--- src/verilog/acsu_defs.svh ---
// Purpose: Constants of the atomic conditional store unit.
// Assumes: Included by its bare name from the top module.
// Notes: Definitions only.
`ifndef ACSU_DEFS_SVH
`define ACSU_DEFS_SVH

// Special-register numbers.
`define ACSU_SR_CMP 8'h0C
`define ACSU_SR_ROUTE 8'h63

// Routing field positions.
`define ACSU_BACK_MSB 5
`define ACSU_BACK_LSB 4
`define ACSU_THRU_MSB 3
`define ACSU_THRU_LSB 2
`define ACSU_UNC_MSB 1
`define ACSU_UNC_LSB 0

// Routing codes.
`define ACSU_CODE_EXC 2'h0
`define ACSU_CODE_BUS 2'h1
`define ACSU_CODE_INT 2'h2

// Reset value of the routing register and the fixed routing used without it.
`define ACSU_ROUTE_RST 6'h15
`define ACSU_ROUTE_FIXED 6'h15

// Exception cause reported for the atomic instruction.
`define ACSU_CAUSE_LSERR 6'h03

// Memory types of an atomic access.
`define ACSU_MT_LOCAL 2'h0
`define ACSU_MT_BACK 2'h1
`define ACSU_MT_THRU 2'h2
`define ACSU_MT_UNC 2'h3

// Reset value of the comparison register; its contents are not defined for software.
`define ACSU_CMP_RST 32'h00000000

`endif

--- src/verilog/acsu_pkg.sv ---
// Purpose: Types of the atomic conditional store unit.
// Assumes: Nothing beyond the constants header.
// Notes: State codes are one-hot.
`default_nettype none
package acsu_pkg;

  typedef enum logic [7:0] {
    ACSU_S_IDLE = 8'h01,
    ACSU_S_RD = 8'h02,
    ACSU_S_CMP = 8'h04,
    ACSU_S_WR = 8'h08,
    ACSU_S_FLUSH = 8'h10,
    ACSU_S_BUS = 8'h20,
    ACSU_S_CACHE = 8'h40
  } acsu_state_t;

  typedef enum logic [1:0] {
    ACSU_M_EXC = 2'h0,
    ACSU_M_BUS = 2'h1,
    ACSU_M_INT = 2'h2
  } acsu_meth_t;

  typedef enum logic [1:0] {
    ACSU_SR_READ = 2'h0,
    ACSU_SR_WRITE = 2'h1,
    ACSU_SR_EXCH = 2'h2
  } acsu_srop_t;

  typedef struct packed {
    acsu_state_t st;
    logic inb;
    logic [31:0] addr;
    logic [31:0] cmp;
    logic [31:0] wdata;
    logic [31:0] old;
    logic [31:0] cmp_reg;
    logic [5:0] route;
    logic sr_ack;
    logic [31:0] sr_rdata;
    logic dram_en;
    logic dram_we;
    logic flush_req;
    logic bus_req;
    logic cache_req;
    logic atom_done;
    logic atom_exc;
    logic [5:0] cause;
    logic in_done;
    logic hold;
  } acsu_regs_t;

endpackage
`default_nettype wire

--- src/verilog/acsu_top.sv ---
// Purpose: Atomic compare-and-conditional-store unit with its special registers.
// Assumes: All inputs synchronous to clk; request inputs held until their done pulse.
// Notes: Local data RAM has one cycle of read latency.
//
// Behaviour
// - Store only on match, indivisibly.
// - Always return the old memory word; in exception mode atom_old_data keeps its previous value.
// - Comparison register at special number 12.
// - Six-bit routing register at number 99.
// - Registers reached only by special instructions.
// - Local RAM addresses handled directly on RAM.
// - Exception mode raises error, no access.
// - Exception cause code is binary 000011.
// - Bus mode issues dedicated read-compare-write.
// - Flush cached line before bus transaction.
// - Inbound transaction executes atomically on RAM.
// - Internal mode runs atomically in cache.
// - Bits 5:4 route writeback memory.
// - Bits 3:2 route writethrough memory.
// - Bits 1:0 route uncached memory.
// - Values 0x15 and 0x01 behave as documented.
// - All routing fields store any value.
// - Routing ignored for local RAM, inbound.
// - Without routing register, fixed method per type.
// - Wait for earlier accesses before starting.
// - Hold later accesses until pair performs.
// - Comparison register undefined for software after reset.
`timescale 1ns/10ps
`default_nettype none
`include "acsu_defs.svh"

module acsu_top
  import acsu_pkg::*;
#(
  parameter bit HAS_ROUTE_CTRL = 1'b1,
  parameter bit HAS_INTERNAL_THRU = 1'b1
)
(
  input wire logic clk,
  input wire logic rstn,
  input wire logic sr_valid,
  input wire logic [1:0] sr_op,
  input wire logic [7:0] sr_num,
  input wire logic [31:0] sr_wdata,
  output logic sr_ack,
  output logic [31:0] sr_rdata,
  input wire logic atom_req,
  input wire logic [1:0] atom_mem_type,
  input wire logic [31:0] atom_addr,
  input wire logic [31:0] atom_store_data,
  input wire logic ord_pending,
  output logic order_hold,
  output logic atom_done,
  output logic atom_exc,
  output logic [5:0] atom_exc_cause,
  output logic [31:0] atom_old_data,
  input wire logic in_req,
  input wire logic [31:0] in_addr,
  input wire logic [31:0] in_cmp,
  input wire logic [31:0] in_data,
  output logic in_done,
  output logic [31:0] in_old_data,
  output logic dram_en,
  output logic dram_we,
  output logic [31:0] dram_addr,
  output logic [31:0] dram_wdata,
  input wire logic [31:0] dram_rdata,
  output logic flush_req,
  output logic [31:0] flush_addr,
  input wire logic flush_ack,
  output logic read_compare_write_txn,
  output logic [31:0] bus_addr,
  output logic [31:0] bus_cmp,
  output logic [31:0] bus_data,
  input wire logic bus_ack,
  input wire logic [31:0] bus_rdata,
  output logic cache_req,
  output logic [31:0] cache_addr,
  output logic [31:0] cache_cmp,
  output logic [31:0] cache_data,
  input wire logic cache_ack,
  input wire logic [31:0] cache_rdata
);

  acsu_regs_t r;
  acsu_regs_t next_r;
  logic [5:0] route_eff;

  // Maps a cached or uncached memory type and a routing value to a method.
  // Local RAM never reaches here; it is steered before routing is consulted.
  function automatic acsu_meth_t acsu_method(input logic [1:0] mtype, input logic [5:0] route);
    acsu_meth_t m;
    m = ACSU_M_EXC;
    case (mtype)
      `ACSU_MT_BACK:
      begin
        if (route[`ACSU_BACK_MSB:`ACSU_BACK_LSB] == `ACSU_CODE_BUS)
          m = ACSU_M_BUS;
        else if (route[`ACSU_BACK_MSB:`ACSU_BACK_LSB] == `ACSU_CODE_INT)
          m = ACSU_M_INT;
      end
      `ACSU_MT_THRU:
      begin
        if (route[`ACSU_THRU_MSB:`ACSU_THRU_LSB] == `ACSU_CODE_BUS)
          m = ACSU_M_BUS;
        else if (route[`ACSU_THRU_MSB:`ACSU_THRU_LSB] == `ACSU_CODE_INT
                 && HAS_INTERNAL_THRU)
          m = ACSU_M_INT;
      end
      `ACSU_MT_UNC:
      begin
        if (route[`ACSU_UNC_MSB:`ACSU_UNC_LSB] == `ACSU_CODE_BUS)
          m = ACSU_M_BUS;
      end
      default:
        m = ACSU_M_EXC;
    endcase
    // Reserved codes and code 0 both fall through to the exception method.
    return m;
  endfunction

  // True for memory whose lines may sit in the data cache.
  function automatic logic acsu_cacheable(input logic [1:0] mtype);
    return (mtype == `ACSU_MT_BACK) || (mtype == `ACSU_MT_THRU);
  endfunction

  // A core without the routing register uses one fixed method per type.
  // The fixed value equals the reset value, so software sees one routing either way.
  assign route_eff = HAS_ROUTE_CTRL ? r.route : `ACSU_ROUTE_FIXED;

  always_comb
  begin
    next_r = r;
    next_r.sr_ack = 1'b0;
    next_r.atom_done = 1'b0;
    next_r.atom_exc = 1'b0;
    next_r.in_done = 1'b0;

    // Special-register read, write and exchange are the only access path.
    if (sr_valid)
    begin
      next_r.sr_ack = 1'b1;
      next_r.sr_rdata = 32'h00000000;
      case (sr_num)
        `ACSU_SR_CMP:
        begin
          next_r.sr_rdata = r.cmp_reg;
          if (sr_op == ACSU_SR_WRITE || sr_op == ACSU_SR_EXCH)
            next_r.cmp_reg = sr_wdata;
        end
        `ACSU_SR_ROUTE:
        begin
          if (HAS_ROUTE_CTRL)
          begin
            // Reserved upper bits read as zero; every field keeps any value.
            next_r.sr_rdata = {26'h0000000, r.route};
            if (sr_op == ACSU_SR_WRITE || sr_op == ACSU_SR_EXCH)
              next_r.route = sr_wdata[5:0];
          end
        end
        default:
          next_r.sr_rdata = 32'h00000000;
      endcase
    end

    case (r.st)
      ACSU_S_IDLE:
      begin
        // Skipping the cycle of a done pulse lets the requester drop its request.
        if (!r.atom_done && !r.in_done)
        begin
          if (in_req)
          begin
            // Inbound transactions never consult the routing register.
            next_r.inb = 1'b1;
            next_r.addr = in_addr;
            next_r.cmp = in_cmp;
            next_r.wdata = in_data;
            next_r.dram_en = 1'b1;
            next_r.dram_we = 1'b0;
            next_r.st = ACSU_S_RD;
          end
          else if (atom_req && !ord_pending)
          begin
            next_r.inb = 1'b0;
            next_r.hold = 1'b1;
            next_r.addr = atom_addr;
            next_r.cmp = r.cmp_reg;
            next_r.wdata = atom_store_data;
            if (atom_mem_type == `ACSU_MT_LOCAL)
            begin
              next_r.dram_en = 1'b1;
              next_r.dram_we = 1'b0;
              next_r.st = ACSU_S_RD;
            end
            else
            begin
              case (acsu_method(atom_mem_type, route_eff))
                ACSU_M_BUS:
                begin
                  if (acsu_cacheable(atom_mem_type))
                  begin
                    next_r.flush_req = 1'b1;
                    next_r.st = ACSU_S_FLUSH;
                  end
                  else
                  begin
                    next_r.bus_req = 1'b1;
                    next_r.st = ACSU_S_BUS;
                  end
                end
                ACSU_M_INT:
                begin
                  next_r.cache_req = 1'b1;
                  next_r.st = ACSU_S_CACHE;
                end
                default:
                begin
                  // No memory access at all; the error is reported at once.
                  next_r.atom_exc = 1'b1;
                  next_r.atom_done = 1'b1;
                  next_r.cause = `ACSU_CAUSE_LSERR;
                  next_r.hold = 1'b0;
                end
              endcase
            end
          end
        end
      end
      ACSU_S_RD:
      begin
        next_r.dram_en = 1'b0;
        next_r.st = ACSU_S_CMP;
      end
      ACSU_S_CMP:
      begin
        // The RAM is owned from read to write, so nothing slips in between.
        next_r.old = dram_rdata;
        if (dram_rdata == r.cmp)
        begin
          next_r.dram_en = 1'b1;
          next_r.dram_we = 1'b1;
        end
        next_r.st = ACSU_S_WR;
      end
      ACSU_S_WR:
      begin
        next_r.dram_en = 1'b0;
        next_r.dram_we = 1'b0;
        next_r.st = ACSU_S_IDLE;
        next_r.hold = 1'b0;
        next_r.in_done = r.inb;
        next_r.atom_done = !r.inb;
      end
      ACSU_S_FLUSH:
      begin
        // The line must be written back before the far end reads the word.
        if (flush_ack)
        begin
          next_r.flush_req = 1'b0;
          next_r.bus_req = 1'b1;
          next_r.st = ACSU_S_BUS;
        end
      end
      ACSU_S_BUS:
      begin
        // The far end performs the compare and write on the target word.
        // A slow answer only stretches order_hold; there is no time limit here.
        if (bus_ack)
        begin
          next_r.bus_req = 1'b0;
          next_r.old = bus_rdata;
          next_r.st = ACSU_S_IDLE;
          next_r.hold = 1'b0;
          next_r.atom_done = 1'b1;
        end
      end
      ACSU_S_CACHE:
      begin
        if (cache_ack)
        begin
          next_r.cache_req = 1'b0;
          next_r.old = cache_rdata;
          next_r.st = ACSU_S_IDLE;
          next_r.hold = 1'b0;
          next_r.atom_done = 1'b1;
        end
      end
      default:
      begin
        next_r.st = ACSU_S_IDLE;
        next_r.dram_en = 1'b0;
        next_r.dram_we = 1'b0;
        next_r.flush_req = 1'b0;
        next_r.bus_req = 1'b0;
        next_r.cache_req = 1'b0;
        next_r.hold = 1'b0;
      end
    endcase
  end

  // The comparison register is cleared only for tidiness; software must write it first.
  always_ff @(posedge clk or negedge rstn)
  begin
    if (!rstn)
    begin
      r <= '0;
      r.st <= ACSU_S_IDLE;
      r.route <= `ACSU_ROUTE_RST;
      r.cmp_reg <= `ACSU_CMP_RST;
    end
    else
      r <= next_r;
  end

  assign sr_ack = r.sr_ack;
  assign sr_rdata = r.sr_rdata;
  assign order_hold = r.hold;
  assign atom_done = r.atom_done;
  assign atom_exc = r.atom_exc;
  assign atom_exc_cause = r.cause;
  assign atom_old_data = r.old;
  assign in_done = r.in_done;
  assign in_old_data = r.old;
  assign dram_en = r.dram_en;
  assign dram_we = r.dram_we;
  assign dram_addr = r.addr;
  assign dram_wdata = r.wdata;
  assign flush_req = r.flush_req;
  assign flush_addr = r.addr;
  assign read_compare_write_txn = r.bus_req;
  assign bus_addr = r.addr;
  assign bus_cmp = r.cmp;
  assign bus_data = r.wdata;
  assign cache_req = r.cache_req;
  assign cache_addr = r.addr;
  assign cache_cmp = r.cmp;
  assign cache_data = r.wdata;

endmodule // acsu_top
`default_nettype wire

--- config.mk ---
export PLATFORM = sky130hd
export DESIGN_NAME = acsu_top
export DESIGN_NICKNAME = d
export VERILOG_FILES = /design/src/verilog/acsu_pkg.sv /design/src/verilog/acsu_top.sv
export VERILOG_INCLUDE_DIRS = /design/src /design/src/verilog
export SDC_FILE = /design/constraint.sdc
export NUM_CORES = 1
export LEC_CHECK = 0
export ABC_AREA = 0
export ABC_CLOCK_PERIOD_IN_PS = 3600
export BUFFER_PORTS_ARGS = -buffer_cell sky130_fd_sc_hd__buf_2
export CELL_PAD_IN_SITES_DETAIL_PLACEMENT = 1
export CELL_PAD_IN_SITES_GLOBAL_PLACEMENT = 2
export CORE_AREA = 2 2 273 275
export CTS_CLUSTER_SIZE = 25
export DETAILED_ROUTE_END_ITERATION = 10
export DIE_AREA = 0 0 275 277
export PLACE_DENSITY = 0.72
export SYNTH_ARGS = -nofsm -noshare
export SYNTH_HDL_FRONTEND = slang
export SYNTH_SLANG_ARGS = --single-unit
--- constraint.sdc ---
create_clock -name clk -period 3.6 [get_ports clk]
set_clock_uncertainty 0.15 [all_clocks]
set_input_delay 0.18 -clock clk [delete_from_list [all_inputs] [get_ports clk]]
set_output_delay 0.18 -clock clk [all_outputs]
set_load 0.02 [all_outputs]
==> flow_summary_export.csv <==
group,metric,value,unit
route,maxUsedRoutingLayer,"met5",
setup_path,r2r_slack,0.30,ns
run,maxCapViolations,0,
yosys,yosys.area.top_type,"sky130_fd_sc_hd__dfrtp_1",
hold_path,hold_path_depth,6,
cells_and_area,utilization,0.2777,
yosys,synth.distinct_cells,56,
setup_path,worstPathCellList,"buf_4 > xnor2_1 > or3_1 > a2bb2oi_4 > buf_4 > nor2_1 > a31oi_1 > dlygate4sd3_1",
cts,cts-htree-levels,1,
placed_design,io_buffers,704,
global_routing,first_global_vias,14693,
timing,finalSetupTns,0,ns
route,vias_after_detailed_routing,13545,
setup_path,count_of_buffering_cells_on_the_critical_path_with_inverters_included,3,
cts,tritoncts,"yes",
yosys,synth_seq_cells,217,
yosys,synth-edff-count,0,
route,ant_nets,0,
route,detail_route.wirelength,64890,um
route,via_per_inst,4.201,
timing,timing.final.setup_violations,0,
cts,clkSlewWorstSetupHoldPaths,0.06,ns
floorplanning,floorplan.die.width,275,um
floorplanning,boundaryPins,709,
timing,worst_slack,0.2963,ns
global_routing,pin_count_of_the_biggest_net_entering_global_routing,132,
yosys,netlist.area_leader.share,0.3737,
route,wire_per_inst,20.13,um
placed_design,place_area,16030,sq um
timing,timing.final.crit_period,3.304,ns
pwr,design_power_total,15.76,mW
route,wire_length_on_met3,3574,um
setup_path,critical-path-top-cell-by-count,"sky130_fd_sc_hd__buf_4",
setup_path,timing_worst_setup_path_type,"reg2reg",
outcome,outcome,"complete, no violations",
hold_path,hp-start,"dram_rdata[9]",
hold_path,holdPathEnd,"dram_en",
hold_path,holdCritPathClass,"in2reg",
global_routing,global_route_overflow,0,
route,detail_route.first_pass.iterations,5,
setup_path,critPathMaxStageDelay,0.65,ns
global_routing,grt_first_pass_wirelength,94390,um
yosys,ys_top_cells_by_area,"sky130_fd_sc_hd__dfrtp_1 (37%), sky130_fd_sc_hd__buf_4 (21%), sky130_fd_sc_hd__mux2i_1 (6.7%), sky130_fd_sc_hd__nand2_1 (6.2%), sky130_fd_sc_hd__o21ai_0 (5.9%)",
global_routing,grt_antenna_before_repair,7,
setup_path,kind_of_start_point_of_the_critical_path,"flop",
global_routing,gr-usage-all-layers,0.1636,
route,route.met2.wl,30930,um
cts,cts-root-to-sink-buffers,3,
cells_and_area,area_delta_synth_final,43.23,%
setup_path,r2r_start,"r[220]",
setup_path,timing.critical_path.arrival,3.66,ns
cts,cts_buf_count,28,
cells_and_area,post_layout_nonfiller_instances,3224,
setup_path,critical_path.top_delay_family,"buffers and inverters",
floorplanning,dieHeight,277,um
placed_design,placed_cells,2828,
pwr,pwr_per_cell_area,771.4,nW/um^2
floorplanning,design.die.area,76180,sq um
floorplanning,core.rowCount,100,
timing,maxClockFrequency,302.7,MHz
cells_and_area,num-nets-final,2544,
yosys,synth_flop_cell,"sky130_fd_sc_hd__dfrtp_1",
pwr,clock_power_share,0.189,
cts,clock_sinks,217,
setup_path,crit_start,"r[220]",
setup_path,critical-path-slowest-cell,"sky130_fd_sc_hd__buf_4",
cts,clockRootBuffer,"sky130_fd_sc_hd__clkbuf_16",
timing,max-slew-margin-rel,0.3473,
placed_design,place.gp.congestion,0.8191,
setup_path,worst_r2r_endpoint,"atom_old_data[0]",
yosys,syn-mean-instance-area,8.875,sq um
timing,hold_viol_final,0,
placed_design,detailedPlacementHpwl,47840,um
yosys,seq_area_frac_synth,0.3811,
yosys,synthesis.area,14260,sq um
pwr,power_share_of_the_combinational_group,0.529,
timing,worst-slew-pin-transition,0.9790,ns
timing,grt_setup_unrepaired,"false",
yosys,post_synth_inst_count,1607,
route,route.layer.met1.wl,28600,um
floorplanning,placeableCoreArea,73570,sq um
pwr,pwr-share-seq,0.282,
timing,timing.final.crit_share,0.9177,
placed_design,dpl_worst_slack,0.6013,ns
route,drt_iter0_markers,662,
cells_and_area,final_area,20430,sq um
cells_and_area,share_of_post_route_cells_with_drive_strength_above_1,0.3701,
timing,drv_slew,0,
setup_path,timing.reg2reg.worst_path_depth,8,
yosys,async_flop_share,1.000,
pwr,p_switching,7.859,mW
timing,finalHoldWorstSlack,0.02812,ns
pwr,power_report.internal_total,7.900,mW
cts,latest_clock_arrival_within_the_worst_skew_pair,0.60,ns
setup_path,critical_path.max_fanout,73,
pwr,power.static_leakage,10.03,nW
setup_path,end_kind,"flop",
pwr,switching_share_of_total_power,0.4987,
yosys,synth_warnings,0,
setup_path,crit_required,3.96,ns
floorplanning,initial_core_util,0.1939,
pwr,ir_worst_vdd,407.5,uV
route,drt_drc_violations_left,0,
==> power by group through the flow <==
stage                     logic, mW  clock network [mW]  registers [mW]
final                          8.34                2.97            4.45
after global routing           8.97                3.20            4.61
after CTS                      8.33                3.11            4.49
after detailed placement       7.79                   0            4.52
after global placement         7.69                   0            4.45
after floorplan                7.35                   0            3.91
==> cells in the final DEF, fill, tap and decap left out, drive strengths merged, types with 11 or more instances in the layout <==
master,Yosys,final
clkbuf,71,45
mux2i,96,96
mux2,40,40
nor2,55,55
o21ai,169,169
buf,410,733
a31oi,32,32
nand2,234,234
dfrtp,213,213
o311a,32,32
xnor2,33,33
nor3b,21,21
and2,22,22
a21oi,11,11
dlygate4sd3,0,337
inv,36,36
nand3,45,45
==> worst max path at each step <==
stage | end | cells past startpoint
finish | atom_old_data[0] | 8
global placement | atom_old_data[5] | 6
global route | atom_old_data[0] | 8
CTS | atom_old_data[1] | 7
detailed placement | atom_old_data[1] | 6
floorplan | atom_old_data[0] | 6
==> cell families (layout without fill, tap and decap cells) <==
| kind of cell | Yosys count | in the layout | share of synthesized area |
|---|---|---|---|
| mux | 136 | 136 | 0.09896 |
| buf+inv | 518 | 1159 | 0.2410 |
| flops | 217 | 217 | 0.3811 |
| xor+xnor | 37 | 37 | 0.02272 |
| other cells | 1 | 8 | 0.0002629 |
| simple gates | 424 | 424 | 0.1362 |
| fa+ha+maj | 6 | 6 | 0.005263 |
| compound gates | 268 | 268 | 0.1145 |
==> final cells by class <==
type	instances	area (sq um)
antenna	4	10.01
clock buffer	45	824.5
clock inverter	7	135.1
inverter	37	138.9
fill	8762	53140
tap	969	1212
sequential	217	5440
timing repair buffer	1070	7206
multi-input combinational	875	5461
==> timing repair <==
item / CTS / global route
setup buffers: 0 / 2
hold buffers: 338 / 0
setup endpoints to repair: 0 / 17
endpoints found under the hold margin: 369 / 0
gates resized for setup: 0 / 2
==> per-layer routing <==
metal,vias to the layer above,GRT usage
met5,-,0
met4,6,0.04588
met3,84,0.03408
met2,468,0.2732
met1,6711,0.2116
li1,6276,-
==> flip-flops by register name (all words and copies together), names as in the netlist, 6 cells and up <==
name,flops
sr_rdata,32
bus_data,32
r,40
bus_cmp,32
route_eff,6
bus_addr,32
atom_old_data,32
==> tightest hold or removal path, delay by kind of cell <==
family                 cells  cell delay [ns]
AND/OR/NAND/NOR            3             0.26
buffers and inverters      1             0.13
XOR/XNOR                   1             0.08
AO/OA/AOI/OAI              1             0.08
==> cells in the mapped netlist (21+ instances only) <==
cell type                    n
sky130_fd_sc_hd__xnor2_1    33
sky130_fd_sc_hd__mux2i_1    96
sky130_fd_sc_hd__nor2_1     55
sky130_fd_sc_hd__and2_1     22
sky130_fd_sc_hd__mux2_2     40
sky130_fd_sc_hd__clkbuf_1   71
sky130_fd_sc_hd__inv_1      36
sky130_fd_sc_hd__nand3_1    45
sky130_fd_sc_hd__nor3b_1    21
sky130_fd_sc_hd__nand2_1   234
sky130_fd_sc_hd__o311a_1    32
sky130_fd_sc_hd__o21ai_0   168
sky130_fd_sc_hd__buf_4     390
sky130_fd_sc_hd__a31oi_1    32
sky130_fd_sc_hd__dfrtp_1   213
Power figures use the tool's default switching activity.
